## config.mk

```make
export PLATFORM = sky130hd
export DESIGN_NAME = cdd_top
export DESIGN_NICKNAME = d
export VERILOG_FILES = /design/src/cdd_prediv.v /design/src/cdd_chdiv.v /design/src/cdd_top.v
export VERILOG_INCLUDE_DIRS = /design/src /design/src/src
export SDC_FILE = /design/constraint.sdc
export NUM_CORES = 1
export LEC_CHECK = 0
export BUFFER_PORTS_ARGS = -buffer_cell sky130_fd_sc_hd__buf_2
export CAP_MARGIN = 20
export CORE_UTILIZATION = 60
export CTS_BUF_LIST = sky130_fd_sc_hd__clkbuf_4 sky130_fd_sc_hd__clkbuf_8 sky130_fd_sc_hd__clkbuf_16
export CTS_CLUSTER_DIAMETER = 30
export DETAILED_ROUTE_END_ITERATION = 10
export MAX_ROUTING_LAYER = met4
export PLACE_DENSITY = 0.75
export SLEW_MARGIN = 0
export SYNTH_ARGS = -nofsm -noshare
export SYNTH_HDL_FRONTEND = slang
export SYNTH_SLANG_ARGS = --single-unit
```

## constraint.sdc

```tcl
create_clock -name core_clk_i -period 4.55 [get_ports core_clk_i]
set_clock_uncertainty 0.2 [all_clocks]
set_input_delay 0.455 -clock core_clk_i [delete_from_list [all_inputs] [get_ports core_clk_i]]
set_output_delay 0.455 -clock core_clk_i [all_outputs]
set_load 0.005 [all_outputs]
```

## src/cdd_regs.vh

```
// Register offsets, field positions, codes and reset values of the clock divider block.
`ifndef CDD_REGS_VH
`define CDD_REGS_VH

`define CDD_OFS_CH0_CNT     9'h190
`define CDD_OFS_CH0_BYP     9'h191
`define CDD_OFS_CH0_RTE     9'h192
`define CDD_OFS_CH1_CNT     9'h193
`define CDD_OFS_CH1_BYP     9'h194
`define CDD_OFS_CH1_RTE     9'h195
`define CDD_OFS_CH2_CNT     9'h196
`define CDD_OFS_CH2_BYP     9'h197
`define CDD_OFS_CH2_RTE     9'h198
`define CDD_OFS_PREDIV      9'h1e0
`define CDD_OFS_SRCSEL      9'h1e1
`define CDD_OFS_RATIO0      9'h1f0
`define CDD_OFS_RATIO1      9'h1f1
`define CDD_OFS_RATIO2      9'h1f2
`define CDD_OFS_STATUS      9'h1f3

`define CDD_LOW_MSB         7
`define CDD_LOW_LSB         4
`define CDD_HIGH_MSB        3
`define CDD_HIGH_LSB        0
`define CDD_BYP_BIT         7
`define CDD_DIRECT_BIT      1
`define CDD_DUTY_CORRECTION_DISABLE_BIT      0
`define CDD_PREDIV_MSB      2
`define CDD_SRC_MSB         1

`define CDD_SRC_EXT_PRE     2'h0
`define CDD_SRC_EXT_DIR     2'h1
`define CDD_SRC_OSC_PRE     2'h2
`define CDD_SRC_BAD         2'h3

`define CDD_PREDIV_MIN      3'h2
`define CDD_PREDIV_MAX      3'h6
`define CDD_PREDIV_TOPCODE  3'h4

`define CDD_CNT_RST         8'h00
`define CDD_BYP_RST         1'b0
`define CDD_RTE_RST         2'h0
`define CDD_PREDIV_RST      3'h0
`define CDD_SRC_RST         2'h0

`endif

```

## src/cdd_prediv.v

```verilog
// Shared pre-divider: divides the selected source by 2 to 6.
`timescale 1ns/1ps
module cdd_prediv (
	input  wire       core_clk_i,
	input  wire       rst_n_i,
	input  wire       in_rise_i,
	input  wire [2:0] ratio_i,
	output wire       div_o,
	output wire       rise_o,
	output wire       fall_o
);
	reg [2:0] cnt_r;
	reg       div_r;
	reg       rise_r;
	reg       fall_r;
	reg [2:0] cnt_nxt;
	reg       div_nxt;

	// High for the first half of the period, rounded down, so odd ratios run short high.
	always @* begin
		cnt_nxt = cnt_r;
		div_nxt = div_r;
		if (in_rise_i) begin
			if (cnt_r >= ratio_i - 3'h1)
				cnt_nxt = 3'h0;
			else
				cnt_nxt = cnt_r + 3'h1;
			div_nxt = (cnt_nxt < {1'b0, ratio_i[2:1]});
		end
	end

	always @(posedge core_clk_i or negedge rst_n_i) begin
		if (!rst_n_i) begin
			cnt_r  <= 3'h0;
			div_r  <= 1'b0;
			rise_r <= 1'b0;
			fall_r <= 1'b0;
		end else begin
			cnt_r  <= cnt_nxt;
			div_r  <= div_nxt;
			rise_r <= div_nxt & ~div_r;
			fall_r <= ~div_nxt & div_r;
		end
	end

	assign div_o  = div_r;
	assign rise_o = rise_r;
	assign fall_o = fall_r;
endmodule // cdd_prediv

```

## src/cdd_chdiv.v

```verilog
// One channel divider with separate high and low counts and duty correction.
`timescale 1ns/1ps
module cdd_chdiv (
	input  wire       core_clk_i,
	input  wire       rst_n_i,
	input  wire       in_rise_i,
	input  wire       in_fall_i,
	input  wire [3:0] high_cnt_i,
	input  wire [3:0] low_cnt_i,
	input  wire       dcc_en_i,
	input  wire       bypass_i,
	output wire       div_o
);
	reg [3:0] cnt_r;
	reg       hi_r;
	reg       pend_r;
	reg       div_r;
	wire      half_w;

	// Odd ratio set as low = high + 1: hold high half an input cycle longer.
	assign half_w = dcc_en_i & (low_cnt_i == high_cnt_i + 4'h1) & (high_cnt_i != 4'hf);

	always @(posedge core_clk_i or negedge rst_n_i) begin
		if (!rst_n_i) begin
			cnt_r  <= 4'h0;
			hi_r   <= 1'b0;
			pend_r <= 1'b0;
			div_r  <= 1'b0;
		end else if (bypass_i) begin
			cnt_r  <= 4'h0;
			hi_r   <= 1'b0;
			pend_r <= 1'b0;
			div_r  <= 1'b0;
		end else begin
			if (in_rise_i) begin
				if (hi_r && cnt_r == high_cnt_i) begin
					hi_r   <= 1'b0;
					cnt_r  <= 4'h0;
					pend_r <= half_w;
					div_r  <= half_w;
				end else if (!hi_r && cnt_r == low_cnt_i) begin
					hi_r  <= 1'b1;
					cnt_r <= 4'h0;
					div_r <= 1'b1;
				end else begin
					cnt_r <= cnt_r + 4'h1;
				end
			end else if (in_fall_i && pend_r) begin
				pend_r <= 1'b0;
				div_r  <= 1'b0;
			end
		end
	end

	assign div_o = div_r;
endmodule // cdd_chdiv

```

## src/cdd_top.v

```verilog
// Clock distribution divider path: source select, pre-divider and three channels.
//
// Behaviour
// - Source code 00 feeds the external clock and 10 the oscillator through the pre-divider.
// - A channel's direct bit sends the pre-divider input straight to both its pins.
// - With the pre-divider in use the total ratio is pre-divider ratio times channel ratio.
// - The pre-divider divides by 2 to 6 as set by a three-bit field.
// - Each channel byte holds low count in 7:4 and high count in 3:0, each cycles minus one.
// - A divider is high for high+1 and low for low+1 input cycles, ratio 2 to 32.
// - A channel divider counts the clock that currently reaches its input.
// - A channel's bypass bit gives divide by one and idles its divider.
// - Duty correction is on by default and a per-channel bit turns it off.
// - Uncorrected, the duty cycle is the high share of the total ratio.
// - Direct from oscillator gives 50 percent, direct from external keeps its duty.
// - Code 01 feeds the external clock without pre-divider, and code 11 is refused.
`timescale 1ns/1ps
`include "cdd_regs.vh"
module cdd_top (
	input  wire       core_clk_i,
	input  wire       rst_n_i,
	input  wire [8:0] reg_addr_i,
	input  wire [7:0] reg_wdata_i,
	input  wire       reg_wr_i,
	input  wire       reg_rd_i,
	output wire [7:0] reg_rdata_o,
	input  wire       ext_clk_i,
	input  wire       osc_clk_i,
	output wire [5:0] channel_output_pins_o
);
	localparam NCH = 3;

	////////////////////////////////////////////////////////////////////////////////
	// Functions

	function [8:0] ch_ofs;
		input [1:0] ch;
		input [1:0] kind;
		begin
			ch_ofs = `CDD_OFS_CH0_CNT + ({7'h00, ch} << 1) + {7'h00, ch} + {7'h00, kind};
		end
	endfunction

	// Codes above the top one clamp to the largest ratio.
	function [2:0] pre_ratio;
		input [2:0] code;
		begin
			if (code > `CDD_PREDIV_TOPCODE)
				pre_ratio = `CDD_PREDIV_MAX;
			else
				pre_ratio = code + `CDD_PREDIV_MIN;
		end
	endfunction

	function [7:0] total_ratio;
		input [2:0] pr;
		input       use_pre;
		input       byp;
		input       direct;
		input [7:0] cnt;
		reg   [5:0] chd;
		reg   [8:0] prod;
		begin
			chd  = 6'h00;
			prod = 9'h000;
			if (byp)
				chd = 6'h01;
			else
				chd = {2'h0, cnt[`CDD_LOW_MSB:`CDD_LOW_LSB]}
				    + {2'h0, cnt[`CDD_HIGH_MSB:`CDD_HIGH_LSB]} + 6'h02;
			if (use_pre)
				prod = {6'h00, pr} * {3'h0, chd};
			else
				prod = {3'h0, chd};
			if (direct)
				total_ratio = 8'h01;
			else
				total_ratio = prod[7:0];
		end
	endfunction

	////////////////////////////////////////////////////////////////////////////////
	// Configuration registers

	reg [7:0] cnt_r [0:NCH-1];
	reg [2:0] byp_r;
	reg [2:0] direct_r;
	reg [2:0] duty_correction_disable_r;
	reg [2:0] prediv_r;
	reg [1:0] src_r;
	reg [7:0] rdata_r;
	reg [7:0] rd_nxt;
	integer   c_wr;
	integer   c_lvl;
	integer   c_pin;

	always @(posedge core_clk_i or negedge rst_n_i) begin
		if (!rst_n_i) begin
			for (c_wr = 0; c_wr < NCH; c_wr = c_wr + 1) begin
				cnt_r[c_wr] <= `CDD_CNT_RST;
			end
			byp_r    <= {NCH{`CDD_BYP_RST}};
			direct_r <= {NCH{1'b0}};
			duty_correction_disable_r <= {NCH{1'b0}};
			prediv_r <= `CDD_PREDIV_RST;
			src_r    <= `CDD_SRC_RST;
		end else if (reg_wr_i) begin
			for (c_wr = 0; c_wr < NCH; c_wr = c_wr + 1) begin
				if (reg_addr_i == ch_ofs(c_wr[1:0], 2'h0))
					cnt_r[c_wr] <= reg_wdata_i;
				if (reg_addr_i == ch_ofs(c_wr[1:0], 2'h1))
					byp_r[c_wr] <= reg_wdata_i[`CDD_BYP_BIT];
				if (reg_addr_i == ch_ofs(c_wr[1:0], 2'h2)) begin
					direct_r[c_wr] <= reg_wdata_i[`CDD_DIRECT_BIT];
					duty_correction_disable_r[c_wr] <= reg_wdata_i[`CDD_DUTY_CORRECTION_DISABLE_BIT];
				end
			end
			if (reg_addr_i == `CDD_OFS_PREDIV)
				prediv_r <= reg_wdata_i[`CDD_PREDIV_MSB:0];
			// The forbidden code is dropped so the oscillator bypasses the pre-divider only on a channel's direct route.
			if (reg_addr_i == `CDD_OFS_SRCSEL &&
			    reg_wdata_i[`CDD_SRC_MSB:0] != `CDD_SRC_BAD)
				src_r <= reg_wdata_i[`CDD_SRC_MSB:0];
		end
	end

	////////////////////////////////////////////////////////////////////////////////
	// Source synchronisers and edge detection

	reg  ext_s1_r;
	reg  ext_s2_r;
	reg  ext_s3_r;
	reg  osc_s1_r;
	reg  osc_s2_r;
	reg  osc_s3_r;
	wire src_lvl_w;
	wire src_prv_w;
	wire src_rise_w;
	wire ext_rise_w;
	wire ext_fall_w;
	wire use_pre_w;

	always @(posedge core_clk_i or negedge rst_n_i) begin
		if (!rst_n_i) begin
			ext_s1_r <= 1'b0;
			ext_s2_r <= 1'b0;
			ext_s3_r <= 1'b0;
			osc_s1_r <= 1'b0;
			osc_s2_r <= 1'b0;
			osc_s3_r <= 1'b0;
		end else begin
			ext_s1_r <= ext_clk_i;
			ext_s2_r <= ext_s1_r;
			ext_s3_r <= ext_s2_r;
			osc_s1_r <= osc_clk_i;
			osc_s2_r <= osc_s1_r;
			osc_s3_r <= osc_s2_r;
		end
	end

	// The sources run far below this clock; edges are only sampled.
	assign src_lvl_w  = (src_r == `CDD_SRC_OSC_PRE) ? osc_s2_r : ext_s2_r;
	assign src_prv_w  = (src_r == `CDD_SRC_OSC_PRE) ? osc_s3_r : ext_s3_r;
	assign src_rise_w = src_lvl_w & ~src_prv_w;
	assign ext_rise_w = ext_s2_r & ~ext_s3_r;
	assign ext_fall_w = ~ext_s2_r & ext_s3_r;
	assign use_pre_w  = (src_r != `CDD_SRC_EXT_DIR);

	////////////////////////////////////////////////////////////////////////////////
	// Pre-divider and channel input selection

	wire pre_lvl_w;
	wire pre_rise_w;
	wire pre_fall_w;
	wire in_lvl_w;
	wire in_rise_w;
	wire in_fall_w;

	wire [2:0] pre_ratio_w;
	wire       src_fall_w;
	wire       pre_corr_w;
	wire       in_corr_w;
	reg        stretch_r;

	assign pre_ratio_w = pre_ratio(prediv_r);

	cdd_prediv u_prediv (
		.core_clk_i (core_clk_i),
		.rst_n_i    (rst_n_i),
		.in_rise_i  (src_rise_w),
		.ratio_i    (pre_ratio_w),
		.div_o      (pre_lvl_w),
		.rise_o     (pre_rise_w),
		.fall_o     (pre_fall_w)
	);

	// Channels see the pre-divider output or, for code 01, the external clock itself.
	assign in_lvl_w  = use_pre_w ? pre_lvl_w : ext_s2_r;
	assign in_rise_w = use_pre_w ? pre_rise_w : ext_rise_w;
	assign in_fall_w = use_pre_w ? pre_fall_w : ext_fall_w;

	// An odd pre-divider runs short high; with correction on, a bypassed channel holds it
	// high to the next source fall. This needs a source half period of two core cycles.
	assign src_fall_w = ~src_lvl_w & src_prv_w;

	always @(posedge core_clk_i or negedge rst_n_i) begin
		if (!rst_n_i)
			stretch_r <= 1'b0;
		else if (pre_fall_w && pre_ratio_w[0])
			stretch_r <= 1'b1;
		else if (src_fall_w)
			stretch_r <= 1'b0;
	end

	assign pre_corr_w = pre_lvl_w | stretch_r | (pre_fall_w & pre_ratio_w[0]);
	assign in_corr_w  = use_pre_w ? pre_corr_w : ext_s2_r;

	////////////////////////////////////////////////////////////////////////////////
	// Channel dividers and output pins

	wire [NCH-1:0] div_w;
	reg  [NCH-1:0] lvl_nxt;
	reg  [5:0]     pins_r;

	genvar g;
	generate
		for (g = 0; g < NCH; g = g + 1) begin : g_ch
			cdd_chdiv u_chdiv (
				.core_clk_i (core_clk_i),
				.rst_n_i    (rst_n_i),
				.in_rise_i  (in_rise_w),
				.in_fall_i  (in_fall_w),
				.high_cnt_i (cnt_r[g][`CDD_HIGH_MSB:`CDD_HIGH_LSB]),
				.low_cnt_i  (cnt_r[g][`CDD_LOW_MSB:`CDD_LOW_LSB]),
				.dcc_en_i   (~duty_correction_disable_r[g]),
				.bypass_i   (byp_r[g] | direct_r[g]),
				.div_o      (div_w[g])
			);
		end
	endgenerate

	// Direct route wins over bypass, which wins over the divided clock.
	always @* begin
		for (c_lvl = 0; c_lvl < NCH; c_lvl = c_lvl + 1) begin
			if (direct_r[c_lvl])
				lvl_nxt[c_lvl] = src_lvl_w;
			else if (byp_r[c_lvl] && duty_correction_disable_r[c_lvl])
				lvl_nxt[c_lvl] = in_lvl_w;
			else if (byp_r[c_lvl])
				lvl_nxt[c_lvl] = in_corr_w;
			else
				lvl_nxt[c_lvl] = div_w[c_lvl];
		end
	end

	// Both pins of a pair carry the same clock.
	always @(posedge core_clk_i or negedge rst_n_i) begin
		if (!rst_n_i) begin
			pins_r <= 6'h00;
		end else begin
			for (c_pin = 0; c_pin < NCH; c_pin = c_pin + 1) begin
				pins_r[2*c_pin]   <= lvl_nxt[c_pin];
				pins_r[2*c_pin+1] <= lvl_nxt[c_pin];
			end
		end
	end

	assign channel_output_pins_o = pins_r;

	////////////////////////////////////////////////////////////////////////////////
	// Register read-back

	always @* begin
		rd_nxt = 8'h00;
		case (reg_addr_i)
			`CDD_OFS_CH0_CNT: begin
				rd_nxt = cnt_r[0];
			end
			`CDD_OFS_CH0_BYP: begin
				rd_nxt = {byp_r[0], 7'h00};
			end
			`CDD_OFS_CH0_RTE: begin
				rd_nxt = {6'h00, direct_r[0], duty_correction_disable_r[0]};
			end
			`CDD_OFS_CH1_CNT: begin
				rd_nxt = cnt_r[1];
			end
			`CDD_OFS_CH1_BYP: begin
				rd_nxt = {byp_r[1], 7'h00};
			end
			`CDD_OFS_CH1_RTE: begin
				rd_nxt = {6'h00, direct_r[1], duty_correction_disable_r[1]};
			end
			`CDD_OFS_CH2_CNT: begin
				rd_nxt = cnt_r[2];
			end
			`CDD_OFS_CH2_BYP: begin
				rd_nxt = {byp_r[2], 7'h00};
			end
			`CDD_OFS_CH2_RTE: begin
				rd_nxt = {6'h00, direct_r[2], duty_correction_disable_r[2]};
			end
			`CDD_OFS_PREDIV: begin
				rd_nxt = {5'h00, prediv_r};
			end
			`CDD_OFS_SRCSEL: begin
				rd_nxt = {6'h00, src_r};
			end
			`CDD_OFS_RATIO0: begin
				rd_nxt = total_ratio(pre_ratio_w, use_pre_w, byp_r[0],
				                     direct_r[0], cnt_r[0]);
			end
			`CDD_OFS_RATIO1: begin
				rd_nxt = total_ratio(pre_ratio_w, use_pre_w, byp_r[1],
				                     direct_r[1], cnt_r[1]);
			end
			`CDD_OFS_RATIO2: begin
				rd_nxt = total_ratio(pre_ratio_w, use_pre_w, byp_r[2],
				                     direct_r[2], cnt_r[2]);
			end
			`CDD_OFS_STATUS: begin
				rd_nxt = {3'h0, src_lvl_w, pre_lvl_w, pins_r[4], pins_r[2], pins_r[0]};
			end
			default: begin
				rd_nxt = 8'h00;
			end
		endcase
	end

	// Read data stand for one cycle per cycle of read strobe and are zero otherwise.
	always @(posedge core_clk_i or negedge rst_n_i) begin
		if (!rst_n_i)
			rdata_r <= 8'h00;
		else if (reg_rd_i)
			rdata_r <= rd_nxt;
		else
			rdata_r <= 8'h00;
	end

	assign reg_rdata_o = rdata_r;
endmodule // cdd_top

```

* Word-level counts from Yosys, hierarchy flattened
Cells that the tools add are included.
** Cells by class
- Multipliers :: 3
- Magnitude comparators :: 3
- $add $sub $neg :: 15
- Muxes and demuxes :: 80
- Bitwise logic cells :: 27
- Equal/unequal tests :: 36
- Reductions and logical operators :: 47
** Operators by type and width (count)
- $eq A9 B9 Y1 const B :: 15
- $pmux W8 S15 :: 1
- $mux W8 :: 7
- $mux W1 :: 51
- $mux W4 :: 12
- $reduce_and A2 Y1 :: 20
- $eq A4 B4 Y1 :: 9
- $mux W6 :: 6
- $add A4 B1 Y4 const B :: 6
- $mul A3 B6 Y8 :: 3
- $add A5 B2 Y6 const B :: 3
- $reduce_bool A3 Y1 :: 6
- $ne A4 B4 Y1 const B :: 4
- $add A4 B4 Y5 :: 3
- $logic_and A1 B1 Y1 :: 14
- $and A1 B1 Y1 :: 13
- $mux W3 :: 3
- $not A1 Y1 :: 9
- $ne A4 B1 Y1 const B :: 2
- $reduce_bool A2 Y1 :: 4
- $ne A3 B1 Y1 const B :: 2
- $or A1 B1 Y1 :: 5
- $add A3 B1 Y3 const B :: 1
- $add A3 B2 Y3 const B :: 1
- 9 further kinds :: 11
** Word-level totals
- Logic and storage cells :: 250
- Bits of input ports :: 23
- Register bits after elaboration :: 85

* Depth between registers and ports, before layout
- Depth after elaboration :: 10
- Mapped depth :: 18

* Cells and area by module
Synthesis repeated with hierarchy kept, for this count alone.
** Unflattened totals
- Cell total of the unflattened synthesis :: 753
- Area total of the unflattened synthesis :: 7034.2 um^2
** Modules (own cells, without submodules)
- cdd_top :: area each 4824.6 um^2, cells each 533, times used 1
- cdd_chdiv (g_ch[1].u_chdiv ...) :: area each 585.6 um^2, cells each 60, times used 2
- cdd_chdiv (g_ch[0].u_chdiv) :: area each 626.9 um^2, cells each 61, times used 1
- cdd_prediv :: area each 411.6 um^2, cells each 39, times used 1

* Worst setup path before layout
No wires, ideal clock.
- Path type :: reg-to-reg
- Start point :: register cnt_r[9] (netlist bit)
- End point :: register rdata_r[6], in the netlist reg_rdata_o[6]
- Setup slack :: 0.576 ns
- Data arrival time :: 3.631 ns
- Cell stages (with the launch flop) :: 18
- Path buffers :: 0
- Cell sequence :: dfrtp_1 inv_1 ha_1 inv_1 ha_1 fa_1 nor2b_1 nand2_1 fa_1 inv_1 ha_1 fa_1 a21o_1 a21oi_1 xor2_1 o22ai_1 o21ai_0 a21oi_1
** Between the ends
- Word-level cells in the longest chain between the ends :: 9
** Ends and longest elaborated chain
- from (decl) :: line cdd_top.v:84 : reg [7:0] cnt_r [0:NCH-1];
- from (signal, indexed assignment) :: line cdd_top.v:99 : cnt_r[c_wr] <= `CDD_CNT_RST;
- from (signal, indexed assignment) :: line cdd_top.v:109 : cnt_r[c_wr] <= reg_wdata_i;
- $add A4 B4 Y5 :: line cdd_top.v:68 : chd = {2'h0, cnt[`CDD_LOW_MSB:`CDD_LOW_LSB]}
- $add A5 B2 Y6 :: line cdd_top.v:68
- $mux W6
- $mux W6 :: line cdd_top.v:274 : case (reg_addr_i)
- $mul A3 B6 Y8 :: line cdd_top.v:71 : prod = {6'h00, pr} * {3'h0, chd};
- $mux W8
- $mux W8 :: line cdd_top.v:74 : if (direct)
- $pmux W8 S15 :: line cdd_top.v:274
- $mux W8 :: line cdd_top.v:333 : else if (reg_rd_i)
- to (signal assigned) :: line cdd_top.v:334 : rdata_r <= rd_nxt;
- to (decl) :: line cdd_top.v:90 : reg [7:0] rdata_r;
No other way between the ends. The select of a mux whose other input is x is not followed.
A chain may end at the register's enable or synchronous reset.

* Final worst setup path
- Start point :: register cnt_r[13] (netlist bit)
- End point :: register rdata_r[7], in the netlist reg_rdata_o[7]
The elaborated chain is that of the path after synthesis.

==> results.cfg <==
[outcome]
run_status = finished, final reports clean

[synthesis]
synth_top_area_cell = dfrtp_1
synth_edf_count = 0
ys_seq_area_share_pct = 30.3
synth.distinct_cells = 71
async_flop_share_pct = 100
synthTopCellsByArea = dfrtp_1, ha_1, mux2_2
synthCells = 768
synth_area_sq_um = 6860
ys_ff_latch = 83
synth_common_cells = dfrtp_1, nand2_1, ha_1, nor2_1, inv_1
synth_flop_cell = dfrtp_1
syn_nets = 863
syn_area_per_cell_sq_um = 8.94
yosys_warnings = 0
synth_top_area_share_pct = 30.3

[worst_setup_path]
startpoint_type = flop
end_kind = flop
path_max_fanout = 4
critPathKind = reg -> reg
cp.required_ns = 4.63
crit_arrival_ns = 4.36

[timing]
finalMaxSlewViolations = 0
tightest_slew_ns = 1.01
setup_viol = 0
fin_ws_ns = 0.268
max_freq_mhz = 234
relSlewSlack_pct = 32.0
rsz0062_at_grt = no
hold_violations = 0
post-route-min-period_ns = 4.28
timing.final.crit_share_pct = 94.1
fin_tns_setup_ns = 0

[clock_tree]
post_cts_buffers = 0
cts-htree-levels = 3
cts.reportedPaths.clkPinSlew_ns = 0.07
cts_buffers = 9
clockRootBuffer = clkbuf_16
cts_tree = done
clock_latency_ns = 0.35
clkSinkCount = 83
max-clock-path-buffers = 2

[grt]
grt_max_degree = 52
grt_pass1_wl_um = 31900
grtUsageTotal_pct = 37.4
first_global_vias = 5962
antenna_found_initial = 0
overflow = 0

[power]
peakVddDrop_mv = 0.332
p_total_mw = 2.44
p_leak_nw = 3.74
pwr_density_cell_nw_per_um2 = 322

[worst_hold_path]
hold_path_class = in -> reg

[placed_design]
dp_hpwl_um = 15400
place_congestion = 0.952
dp_slack_ns = 0.223
io_buffer_count = 36
dp_cells = 932

[final_layout]
syn2layout_area_growth_pct = 10.3
nets = 899
num_antenna_cells = 0
final_core_util_pct = 68.9
layout-drive-gt1-share_pct = 16.8
n_fill_cell = 850
final_cells = 949

[die]
core-area_sq_um = 11000
die-area_sq_um = 11900
start_util_pct = 62.5
ios = 37
die_h_um = 109
num_rows = 38
die_x_um = 109

[detailed_routing]
vias_per_cell = 6.40
routed_wl_um = 20000
drtAntennaViolNets = 0
drt_iter0_drc = 723
drt_first_pass_iters = 7
dr_total_vias = 6078
drc_errors = 0
wl_per_cell_um = 21.1

[flow_run]
cap_violations = 0
per-stage QoR:
| step | area, sq um | hold slack (ns) |
|---|---|---|
| floorplan | 6860 | -0.0406 |
| global placement | 7250 | 0.132 |
| detailed placement | 7250 | 0.137 |
| CTS | 7560 | 0.00354 |
| global route | 7570 | 0.00211 |
| finish | 7570 | 0.00847 |
timing repair:
item                                   4_1_cts  5_1_grt
hold buffers                                 1        0
gates resized for setup                      0        4
setup endpoints to repair                    0        2
endpoints found under the hold margin       32        0
cell type report:
class                   instances  area, sq um  share of cell area (%)
repair buffers                 62          380                    5.02
inverters                      53          201                    2.66
multi-input cells             595         4430                    58.5
clock buffers                  11          246                    3.26
clock inverters                 5         60.1                   0.793
well taps                     140          175                    2.31
flip-flops and latches         83         2080                    27.4
placed cells by master, fill, tap and decap left out, types with 6 or more instances in the layout:
| cell type | instances |
|---|---|
| xor2_1 | 21 |
| ha_1 | 54 |
| clkbuf_16 | 9 |
| buf_4 | 26 |
| nand2b_1 | 12 |
| mux2_2 | 42 |
| inv_1 | 51 |
| nand4_1 | 6 |
| a21oi_1 | 46 |
| a31oi_1 | 6 |
| nor2_1 | 51 |
| o21ai_0 | 28 |
| mux2i_1 | 6 |
| nand2_1 | 83 |
| a22oi_1 | 6 |
| nor3_1 | 12 |
| a21o_1 | 12 |
| buf_2 | 35 |
| nand3_1 | 24 |
| dfrtp_1 | 82 |
| nor2b_1 | 17 |
| o22ai_1 | 13 |
| fa_1 | 18 |
| and2_1 | 7 |
| xnor2_1 | 31 |
routing by layer:
| metal | vias to the layer above | global-route usage, % | share of wire, % |
|---|---|---|---|
| met4 | 0 | 15.2 | 3.2 |
| met3 | 48 | 6.63 | 8.6 |
| li1 | 2785 | - | - |
| met2 | 324 | 57.2 | 45 |
| met1 | 2921 | 49.0 | 43 |
| met5 | - | - | 0 |
state kept, by name (all words and copies together) (netlist names), 2 cells and up:
signal                     cells
byp_r                          3
channel_output_pins_o          3
cnt_r                         24
direct_r                       3
duty_correction_disable_r      3
g_ch.u_chdiv.cnt_r            12
g_ch.u_chdiv.div_o             3
g_ch.u_chdiv.hi_r              3
g_ch.u_chdiv.pend_r            3
prediv_r                       3
reg_rdata_o                    8
src_r                          2
u_prediv.cnt_r                 3
path summary, 6_finish.rpt:
check	startpoint	to	slack (ns)	cells past startpoint
worst max-delay path	cnt_r[13]	reg_rdata_o[7]	0.27	17
worst min-delay path	osc_clk_i	osc_s1_r	0.008	1
worst max register to register	cnt_r[13]	reg_rdata_o[7]	0.27	17
worst min register to register	osc_s1_r	osc_s2_r	0.15	0
max in group asynchronous	rst_n_i	g_ch[0].u_chdiv.cnt_r[2]	2.73	3
min in group asynchronous	rst_n_i	u_prediv.cnt_r[2]	0.40	2
power by group:
group / switching, mW / total (mW) / internal [mW]
registers: 0.112 / 0.950 / 0.839
clock network: 0.319 / 0.768 / 0.450
logic: 0.421 / 0.722 / 0.301
total: 0.851 / 2.44 / 1.59
worst max-delay path: stages, from the launching register on:
cell and delay (ns):
dfrtp_1 0.34, inv_1 0.06, ha_1 0.27, inv_1 0.05, ha_1 0.22, fa_1 0.41
xnor2_1 0.16, nor2_1 0.22, nand2_1 0.12, fa_1 0.55, inv_1 0.04, ha_1 0.36
o21a_1 0.15, a211oi_1 0.08, or4_1 0.54, a21oi_1 0.19, o31ai_1 0.09, a21oi_1 0.15
kinds of logic (layout without fill, tap and decap cells):
family	after synthesis	after routing	synth area share, %
simple gates	258	258	19.0
xor+xnor	52	52	6.64
fa+ha+maj	72	72	15.1
flops	83	83	30.3
buf+inv	90	131	5.31
compound gates	164	164	15.7
mux	49	49	7.97
No activity file was read; power rests on OpenSTA's default activity.
